--- config.mk ---
export PLATFORM = sky130hd
export DESIGN_NAME = groc_top
export DESIGN_NICKNAME = d
export VERILOG_FILES = /design/src/hdl/groc_pkg.sv /design/src/hdl/groc_uart_tx.sv /design/src/hdl/groc_top.sv
export VERILOG_INCLUDE_DIRS = /design/src /design/src/hdl
export SDC_FILE = /design/constraint.sdc
export NUM_CORES = 1
export LEC_CHECK = 0
export BUFFER_PORTS_ARGS = -buffer_cell sky130_fd_sc_hd__buf_2
export CORE_ASPECT_RATIO = 1.1
export CORE_MARGIN = 2
export CORE_UTILIZATION = 39
export CTS_CLUSTER_DIAMETER = 80
export DETAILED_ROUTE_END_ITERATION = 10
export PLACE_DENSITY = 0.63
export SETUP_SLACK_MARGIN = 0.02
export SLEW_MARGIN = 15
export SYNTH_ARGS = -nofsm -noshare
export SYNTH_HDL_FRONTEND = slang
export SYNTH_HIERARCHICAL = 1
export SYNTH_SLANG_ARGS = --single-unit
--- constraint.sdc ---
create_clock -name CORE_CLK -period 7.83 [get_ports CORE_CLK]
set_clock_uncertainty 0.1 [all_clocks]
set_input_delay 0.3915 -clock CORE_CLK [delete_from_list [all_inputs] [get_ports CORE_CLK]]
set_output_delay 0.3915 -clock CORE_CLK [all_outputs]
set_load 0.02 [all_outputs]
--- src/hdl/groc_params.svh ---
/*
 * Constants of the gas reading output conditioner: scaling, limits and timing.
 * Assumes a 20 MHz core clock and readings scaled so 0x1000 is full scale.
 */
`ifndef GROC_PARAMS_SVH
`define GROC_PARAMS_SVH

// ------------------------------------------------------------
// Clock and timing
// ------------------------------------------------------------
`define GROC_CLK_HZ        20000000
`define GROC_WARMUP_S      15
`define GROC_CAL_ZERO_MS   1000
`define GROC_CAL_SPAN_MS   3000
`define GROC_BAUD          38400

// ------------------------------------------------------------
// Reading scale, full_scale_value = 100 %
// ------------------------------------------------------------
`define GROC_FULL_SCALE    16'sh1000
`define GROC_NEG_FULL      16'shF000
`define GROC_CLAMP_MAX     16'sh2000
`define GROC_SCALE_SHIFT   12
`define GROC_DAC_MAX       12'hFFF
`define GROC_DAC_FAULT     12'h000

// ------------------------------------------------------------
// Supply window in millivolts
// ------------------------------------------------------------
`define GROC_SUPPLY_MIN    13'h0BB8
`define GROC_SUPPLY_MAX    13'h1388

// ------------------------------------------------------------
// Serial frame
// ------------------------------------------------------------
`define GROC_DATA_BITS     4'h8
`define GROC_LAST_BIT      3'h7

`endif

--- src/hdl/groc_pkg.sv ---
/*
 * Types shared by the output conditioner and its serial transmitter.
 * Assumes groc_params.svh is on the include path.
 */
`default_nettype none

package groc_pkg;
    typedef enum logic [1:0] {
        GROC_ST_WARMUP = 2'b00,
        GROC_ST_RUN    = 2'b01,
        GROC_ST_FAULT  = 2'b10
    } groc_state_e;

    typedef enum logic [1:0] {
        GROC_TX_IDLE  = 2'b00,
        GROC_TX_START = 2'b01,
        GROC_TX_DATA  = 2'b10,
        GROC_TX_STOP  = 2'b11
    } groc_tx_state_e;

    typedef logic signed [15:0] groc_reading_t;
endpackage : groc_pkg

`default_nettype wire

--- src/hdl/groc_uart_tx.sv ---
/*
 * Serial byte transmitter: start bit, 8 data bits LSB first, no parity, 1 stop.
 * Assumes one clock and a synchronised active-low reset from the parent.
 */
`include "groc_params.svh"
`default_nettype none

module groc_uart_tx #(
    parameter int unsigned DIV = `GROC_CLK_HZ / `GROC_BAUD
) (
    // Clock and reset
    input  wire logic       clk,
    input  wire logic       rst_n,
    // Byte stream
    input  wire logic [7:0] data,
    input  wire logic       valid,
    output logic            ready,
    // Line
    output logic            tx
);
    import groc_pkg::*;

    groc_tx_state_e state_q;
    logic [15:0]    div_q;
    logic           baud_en;
    logic [2:0]     bit_q;
    logic [7:0]     shift_q;

    assign baud_en = (div_q == 16'(DIV - 1));
    assign ready   = (state_q == GROC_TX_IDLE);

    // Divider restarts with each frame so the start bit has full length.
    always_ff @(posedge clk or negedge rst_n) begin
        if (!rst_n) begin
            div_q <= 16'h0000;
        end else if (ready || baud_en) begin
            div_q <= 16'h0000;
        end else begin
            div_q <= div_q + 16'h0001;
        end
    end

    always_ff @(posedge clk or negedge rst_n) begin
        if (!rst_n) begin
            state_q <= GROC_TX_IDLE;
            bit_q   <= 3'h0;
            shift_q <= 8'h00;
            tx      <= 1'b1;
        end else begin
            case (state_q)
                GROC_TX_IDLE: begin
                    if (valid) begin
                        shift_q <= data;
                        tx      <= 1'b0;
                        state_q <= GROC_TX_START;
                    end
                end
                GROC_TX_START: begin
                    if (baud_en) begin
                        tx      <= shift_q[0];
                        bit_q   <= 3'h0;
                        state_q <= GROC_TX_DATA;
                    end
                end
                GROC_TX_DATA: begin
                    if (baud_en) begin
                        if (bit_q == `GROC_LAST_BIT) begin
                            tx      <= 1'b1;
                            state_q <= GROC_TX_STOP;
                        end else begin
                            tx      <= shift_q[bit_q + 3'h1];
                            bit_q   <= bit_q + 3'h1;
                        end
                    end
                end
                GROC_TX_STOP: begin
                    if (baud_en) begin
                        state_q <= GROC_TX_IDLE;
                    end
                end
                default: begin
                    state_q <= GROC_TX_IDLE;
                    tx      <= 1'b1;
                end
            endcase
        end
    end
endmodule : groc_uart_tx

`default_nettype wire

--- src/hdl/groc_top.sv ---
/*
 * Gas reading output conditioner: picks the value reported on the voltage
 * output code and over the serial line, handles warm-up, freeze, clamp,
 * fault forcing and manual calibration by grounding the receive pin.
 * Assumes the measurement path and self-check logic share CORE_CLK; the
 * receive pin is asynchronous and synchronised here.
 */
// What this block does
// Hold start-up output level after power-on.
// Warm-up lasts 15 s, then follow gas.
// Serial reading is zero during warm-up.
// Warm-up level and duration are configurable.
// Freeze output during thermal or flow transients.
// Clamp reading at 200 percent full scale.
// Host decides and indicates over-range itself.
// Continuously check memory, supply, analogue values.
// Fault forces output to minus full scale.
// Scaled voltage output goes to zero on fault.
// Serial reading is minus full scale on fault.
// Supply outside 3 to 5 V is fault.
// Grounded serial pin triggers zero or span.
// Host avoids 0 V as zero-gas level.
// Serial frames: 8 data, no parity, 1 stop.
// Serial rate 38400 baud unless configured.
// Fault beats freeze and clamp after warm-up.
// Warm-up timed by clock counter from reset.
`include "groc_params.svh"
`default_nettype none

module groc_top #(
    parameter int unsigned WARMUP_CYCLES = `GROC_WARMUP_S * `GROC_CLK_HZ,
    parameter int unsigned CAL_ZERO_CYCLES = `GROC_CAL_ZERO_MS * (`GROC_CLK_HZ / 1000),
    parameter int unsigned CAL_SPAN_CYCLES = `GROC_CAL_SPAN_MS * (`GROC_CLK_HZ / 1000),
    parameter int unsigned BAUD_RATE = `GROC_BAUD
) (
    // Clock and reset
    input  wire logic                   CORE_CLK,
    input  wire logic                   RESETN,
    // Measurement path
    input  wire groc_pkg::groc_reading_t MEAS_READING,
    input  wire logic                   MEAS_VALID,
    input  wire logic                   TRANSIENT,
    // Self-check results
    input  wire logic                   MEM_CHECK_OK,
    input  wire logic                   ANALOG_CHECK_OK,
    input  wire logic [12:0]            SUPPLY_MV,
    // Configuration
    input  wire logic [11:0]            ZERO_CODE,
    input  wire logic [11:0]            SPAN_CODE,
    input  wire logic [11:0]            WARMUP_CODE,
    input  wire logic                   WARMUP_CUSTOM,
    // Outputs
    output groc_pkg::groc_reading_t     READING,
    output logic [11:0]                 DAC_CODE,
    output logic                        WARMUP_ACTIVE,
    output logic                        FAULT,
    // Calibration
    output logic                        CAL_ZERO,
    output logic                        CAL_SPAN,
    // Serial pins
    input  wire logic                   RX_PIN,
    output logic                        TX_PIN
);
    import groc_pkg::*;

    // ------------------------------------------------------------
    // Reset release and pin synchroniser
    // ------------------------------------------------------------
    logic rst_s1_q, rst_n;
    logic rx_s1_q, rx_s2_q;

    always_ff @(posedge CORE_CLK or negedge RESETN) begin
        if (!RESETN) begin
            rst_s1_q <= 1'b0;
            rst_n    <= 1'b0;
        end else begin
            rst_s1_q <= 1'b1;
            rst_n    <= rst_s1_q;
        end
    end

    always_ff @(posedge CORE_CLK or negedge rst_n) begin
        if (!rst_n) begin
            rx_s1_q <= 1'b1;
            rx_s2_q <= 1'b1;
        end else begin
            rx_s1_q <= RX_PIN;
            rx_s2_q <= rx_s1_q;
        end
    end

    // ------------------------------------------------------------
    // Helpers
    // ------------------------------------------------------------
    function automatic groc_reading_t clamp_reading(input logic signed [16:0] v);
        if (v > 17'(`GROC_CLAMP_MAX)) begin
            clamp_reading = `GROC_CLAMP_MAX;
        end else if (v < 17'(`GROC_NEG_FULL)) begin
            clamp_reading = `GROC_NEG_FULL;
        end else begin
            clamp_reading = v[15:0];
        end
    endfunction : clamp_reading

    // Maps a reading linearly from zero code (reading 0) to span code (full scale), clamped to the DAC code range.
    function automatic logic [11:0] to_dac(input groc_reading_t rd,
                                           input logic [11:0] zc,
                                           input logic [11:0] sc);
        logic signed [31:0] delta;
        logic signed [31:0] v;
        delta = 32'(signed'({1'b0, sc})) - 32'(signed'({1'b0, zc}));
        v = ((32'(rd) * delta) >>> `GROC_SCALE_SHIFT) + 32'(signed'({1'b0, zc}));
        if (v < 0) begin
            to_dac = 12'h000;
        end else if (v > 32'(`GROC_DAC_MAX)) begin
            to_dac = `GROC_DAC_MAX;
        end else begin
            to_dac = v[11:0];
        end
    endfunction : to_dac

    // ------------------------------------------------------------
    // Warm-up timer and mode
    // ------------------------------------------------------------
    groc_state_e state_q;
    logic [31:0] warm_cnt_q;
    logic        fault_now;
    logic        warm_done;

    assign warm_done = (warm_cnt_q >= WARMUP_CYCLES - 1);

    always_ff @(posedge CORE_CLK or negedge rst_n) begin
        if (!rst_n) begin
            warm_cnt_q <= 32'h0000_0000;
        end else if (!warm_done) begin
            warm_cnt_q <= warm_cnt_q + 32'h0000_0001;
        end
    end

    // Supply, memory and analogue checks are re-evaluated every cycle.
    assign fault_now = !MEM_CHECK_OK || !ANALOG_CHECK_OK
                     || (SUPPLY_MV < `GROC_SUPPLY_MIN)
                     || (SUPPLY_MV > `GROC_SUPPLY_MAX);

    always_ff @(posedge CORE_CLK or negedge rst_n) begin
        if (!rst_n) begin
            state_q <= GROC_ST_WARMUP;
        end else begin
            case (state_q)
                GROC_ST_WARMUP: if (warm_done) state_q <= GROC_ST_RUN;
                GROC_ST_RUN:    if (fault_now) state_q <= GROC_ST_FAULT;
                GROC_ST_FAULT:  if (!fault_now) state_q <= GROC_ST_RUN;
                default:        state_q <= GROC_ST_WARMUP;
            endcase
        end
    end

    // ------------------------------------------------------------
    // Calibration by holding the receive pin low
    // ------------------------------------------------------------
    logic [31:0]   low_cnt_q;
    groc_reading_t zero_off_q;

    // A UART character never keeps the line low this long, so a held low is
    // unambiguous; the release edge decides between zero and span.
    always_ff @(posedge CORE_CLK or negedge rst_n) begin
        if (!rst_n) begin
            low_cnt_q <= 32'h0000_0000;
            CAL_ZERO  <= 1'b0;
            CAL_SPAN  <= 1'b0;
        end else begin
            CAL_ZERO <= 1'b0;
            CAL_SPAN <= 1'b0;
            if (!rx_s2_q) begin
                if (low_cnt_q < CAL_SPAN_CYCLES) low_cnt_q <= low_cnt_q + 32'h0000_0001;
            end else begin
                low_cnt_q <= 32'h0000_0000;
                if (low_cnt_q >= CAL_SPAN_CYCLES) begin
                    CAL_SPAN <= 1'b1;
                end else if (low_cnt_q >= CAL_ZERO_CYCLES) begin
                    CAL_ZERO <= 1'b1;
                end
            end
        end
    end

    always_ff @(posedge CORE_CLK or negedge rst_n) begin
        if (!rst_n) begin
            zero_off_q <= 16'sh0000;
        end else if (CAL_ZERO) begin
            zero_off_q <= MEAS_READING;
        end
    end

    // ------------------------------------------------------------
    // Reported value selection
    // ------------------------------------------------------------
    groc_reading_t live;
    logic          upd_q;
    logic          accept;

    assign live = clamp_reading(17'(MEAS_READING) - 17'(zero_off_q));

    // Only an accepted reading starts a serial update, so no frame leaves during warm-up.
    assign accept = MEAS_VALID && !TRANSIENT && (state_q == GROC_ST_RUN) && !fault_now;

    always_ff @(posedge CORE_CLK or negedge rst_n) begin
        if (!rst_n) begin
            READING  <= 16'sh0000;
            DAC_CODE <= 12'h000;
            upd_q    <= 1'b0;
        end else begin
            upd_q <= accept;
            if (state_q == GROC_ST_WARMUP) begin
                READING  <= 16'sh0000;
                DAC_CODE <= WARMUP_CUSTOM ? WARMUP_CODE : ZERO_CODE;
            end else if (state_q == GROC_ST_FAULT || fault_now) begin
                READING  <= `GROC_NEG_FULL;
                DAC_CODE <= `GROC_DAC_FAULT;
            end else if (MEAS_VALID && !TRANSIENT) begin
                READING  <= live;
                DAC_CODE <= to_dac(live, ZERO_CODE, SPAN_CODE);
            end
        end
    end

    assign WARMUP_ACTIVE = (state_q == GROC_ST_WARMUP);
    assign FAULT         = (state_q == GROC_ST_FAULT);

    // ------------------------------------------------------------
    // Serial reading: high byte then low byte after each update that arrives with no frame pending and the transmitter idle
    // ------------------------------------------------------------
    logic       tx_ready;
    logic       tx_valid;
    logic [7:0] tx_byte;
    logic       lo_pend_q;
    logic       hi_pend_q;
    logic [7:0] lo_q;

    always_ff @(posedge CORE_CLK or negedge rst_n) begin
        if (!rst_n) begin
            hi_pend_q <= 1'b0;
            lo_pend_q <= 1'b0;
            lo_q      <= 8'h00;
        end else if (hi_pend_q && tx_ready) begin
            hi_pend_q <= 1'b0;
            lo_pend_q <= 1'b1;
        end else if (lo_pend_q && tx_ready) begin
            lo_pend_q <= 1'b0;
        end else if (upd_q && !hi_pend_q && !lo_pend_q && tx_ready) begin
            hi_pend_q <= 1'b1;
            lo_q      <= READING[7:0];
        end
    end

    assign tx_valid = hi_pend_q || lo_pend_q;
    assign tx_byte  = hi_pend_q ? READING[15:8] : lo_q;

    groc_uart_tx #(
        .DIV (`GROC_CLK_HZ / BAUD_RATE)
    ) u_tx (
        .clk   (CORE_CLK),
        .rst_n (rst_n),
        .data  (tx_byte),
        .valid (tx_valid),
        .ready (tx_ready),
        .tx    (TX_PIN)
    );
endmodule : groc_top

`default_nettype wire

==> reports/qor.yml <==
timing:
  rsz0062_at_grt: "true"
  whs_ns: 0.04771
  setup_tns_ns: -24.64
  worst_pin_slew_ns: 1.019
  clock.fmax_ghz: 0.1011
  drv_slew: 0
  hold_viol_final: 0
  fin_crit_sh_pct: 126.4
  relSlewSlack_pct: 31.89
  setup_viol: 12
  timing.final.ws_setup_ns: -2.066
  period_needed_ns: 9.896
placed_design:
  portBuffers: 105
  gp_congestion: 0.9394
  placed_cell_area_um2: 20740
  dpl.hpwl_um: 36650
  placed_cells: 2780
clocking:
  cts_tree: "yes"
  cts.clk_slew.worst_paths_ns: 0.06
  htree_levels: 4
  cts-root-buf: "clkbuf_16"
  cts.sinks: 157
  numCtsBuffers: 17
  cts_buffer_depth: 2
  clk_latency_ns: 0.47
logic_synthesis:
  synthesis.area_um2: 17020
  synth_flop_cell: "dfrtp_1"
  syn_nets: 2231
  synth_cell_types: 85
  ys_warn_count: 6
  synth_seq_area_share_pct: 23.11
  ys_seq_elements: 157
  synth_edf_count: 0
  async_flop_share_pct: 100.0
  syn_inst: 1838
  postSynthAreaPerCell_um2: 9.259
floorplan:
  core_area_um2: 43240
  die_y_um: 223.1
  rows: 80
  dieArea_um2: 45320
  ios: 106
  start_util_pct: 39.35
  die_w_um: 203.2
routing:
  wirelength_um: 44710
  via_per_inst: 4.993
  drc: 0
  drt-initial-drc-count: 721
  vias: 14220
  ant_nets: 0
  wl_per_cell_um: 15.70
  dr.pass1.iters: 5
outcome:
  violations: "setup timing"
  status: "finished with violations"
global_route:
  grt_pass1_wl_um: 72690
  antenna_found_initial: 2
  grt_max_degree: 85
  grt_pass1_vias: 14740
  grt_overflow: 0
  grt_usage_pct: 20.27
hold_path:
  holdCritPathClass: "in2reg"
setup_path:
  critPathArrivalTime_ns: 10.19
  path_max_fanout: 6
  worstPathRequired_ns: 8.12
  crit_type: "reg2reg"
  cpMostUsedCell: "fa_1"
  cp_top_family: "adder cells"
  max_stage_delay_ns: 0.53
  crit_slowest_cell: "fa_1"
  start_kind: "register"
  end_kind: "register"
  worst-path-buf-inv: 6
layout:
  drive_gt1_share_pct: 28.95
  nets: 2653
  layout.cells.non_filler: 2848
  stdcell_area_um2: 21950
  area_growth_pct: 29.01
flow_run:
  drv_cap: 0
[tightest hold or removal path, stage by stage]
cell     delay [ns]
buf_2          0.09
nand2_1        0.04
o21ai_0        0.06
[area by class of cell]
class,instances,area (um^2)
Multi-Input combinational cell,1379,12470
Clock buffer,19,442.9
Sequential cell,157,3936
Inverter,242,910.9
Fill cell,4031,21290
Tap cell,574,718.2
Antenna cell,1,2.502
Timing Repair Buffer,463,3343
Clock inverter,13,130.1
[kinds of logic (layout without fill, tap and decap cells)]
kind of cell / after synthesis / in the layout / share of synthesized area [%]
other: 1 / 2 / 0.02204
xor gates and xnor gates: 114 / 114 / 5.911
adders and majority gates: 320 / 320 / 32.26
muxes: 49 / 49 / 3.161
AOI/OAI and AO/OA: 278 / 280 / 11.16
and+or+nand+nor: 615 / 615 / 17.37
DFF: 157 / 157 / 23.11
buffers and inverters: 304 / 737 / 6.999
[stage by stage]
| step | setup slack, ns | util (%) |
|---|---|---|
| final | -2.066 | 50.77 |
| after global routing | -2.573 | 50.77 |
| after CTS | -1.942 | 49.99 |
| after detailed placement | -2.424 | 47.97 |
| after global placement | -2.210 | 47.97 |
| after floorplan | -1.666 | - |
[routing by layer]
| metal | up-vias | GRT usage [%] | part of all wire [%] | routed length (um) |
|---|---|---|---|---|
| met1 | 6963 | 26.61 | 45 | 20180 |
| met4 | 2 | 7.229 | 2.6 | 1163 |
| li1 | 6887 | - | - | - |
| met2 | 299 | 34.04 | 48 | 21580 |
| met5 | - | 0 | 0.036 | 16 |
| met3 | 69 | 2.980 | 3.9 | 1763 |
[Yosys cell counts (all sizes together), types with 12 or more instances]
cell type,instances,area share (%)
nor3,28,0.88
nor2b,21,0.77
xnor2,69,3.6
a21o,31,1.4
o21ai,83,2.4
clkbuf,48,1.1
buf,14,0.60
nand2,191,4.2
ha,122,9.0
inv,242,5.3
nand3,42,1.3
mux2,32,2.2
dfrtp,154,23
nand2b,36,1.3
nor2,179,3.9
and3,30,1.1
mux2i,17,1.0
nand4,18,0.66
a21oi,66,2.1
fa,198,23
xor2,45,2.4
and2,25,0.93
o32ai,12,0.66
[cell usage in the layout (no fill, tap or decap), types with 22 or more instances in the layout]
cell type,netlist,layout
xor2_1,44,41
mux2_2,28,27
o21ai_0,77,67
buf_2,7,106
xnor2_1,69,67
inv_1,242,236
buf_4,1,341
nor2_1,179,176
and3_1,30,29
dfrtp_1,154,153
fa_1,198,192
a21oi_2,4,24
a21o_1,31,30
nor3_1,26,22
a21oi_1,61,39
nand3_1,41,41
nand2_1,191,181
ha_1,122,113
nand2b_1,36,33
[registers in the layout, indices dropped and copies added, names as in the netlist, 2 cells and up]
signal	flops
warm_cnt_q	32
state_q	2
u_tx/div_q	16
DAC_CODE	12
lo_q	8
u_tx/shift_q	8
u_tx/state_q	2
zero_off_q	16
low_cnt_q	32
READING	16
u_tx/bit_q	3
[timing repair]
action,in CTS,in global routing
cloned,3,2
pin swaps,23,36
hold endpoints to repair,3,0
buffers inserted,15,14
hold buffers,2,0
setup endpoints to repair,12,12
resized for setup,37,45
[final timing paths]
| path | cells past startpoint | end | slack (ns) | start |
|---|---|---|---|---|
| hold / removal | 3 | zero_off_q[10]$_DFFE_PN0P_ | 0.05 | MEAS_READING[10] |
| setup reg to reg | 46 | DAC_CODE[3]$_DFFE_PN0P_ | -2.07 | zero_off_q[0]$_DFFE_PN0P_ |
| setup / recovery | 46 | DAC_CODE[3]$_DFFE_PN0P_ | -2.07 | zero_off_q[0]$_DFFE_PN0P_ |
| hold reg to reg | 0 | rst_n$_DFF_PN0_ | 0.26 | rst_s1_q$_DFF_PN0_ |
| max in group asynchronous | 1 | zero_off_q[14]$_DFFE_PN0P_ | 6.00 | rst_n$_DFF_PN0_ |
| min in group asynchronous | 2 | rst_n$_DFF_PN0_ | 0.14 | RESETN |
Power is not shown: default switching activity piles up to over one toggle a cycle in this logic, so the estimate is an artifact.
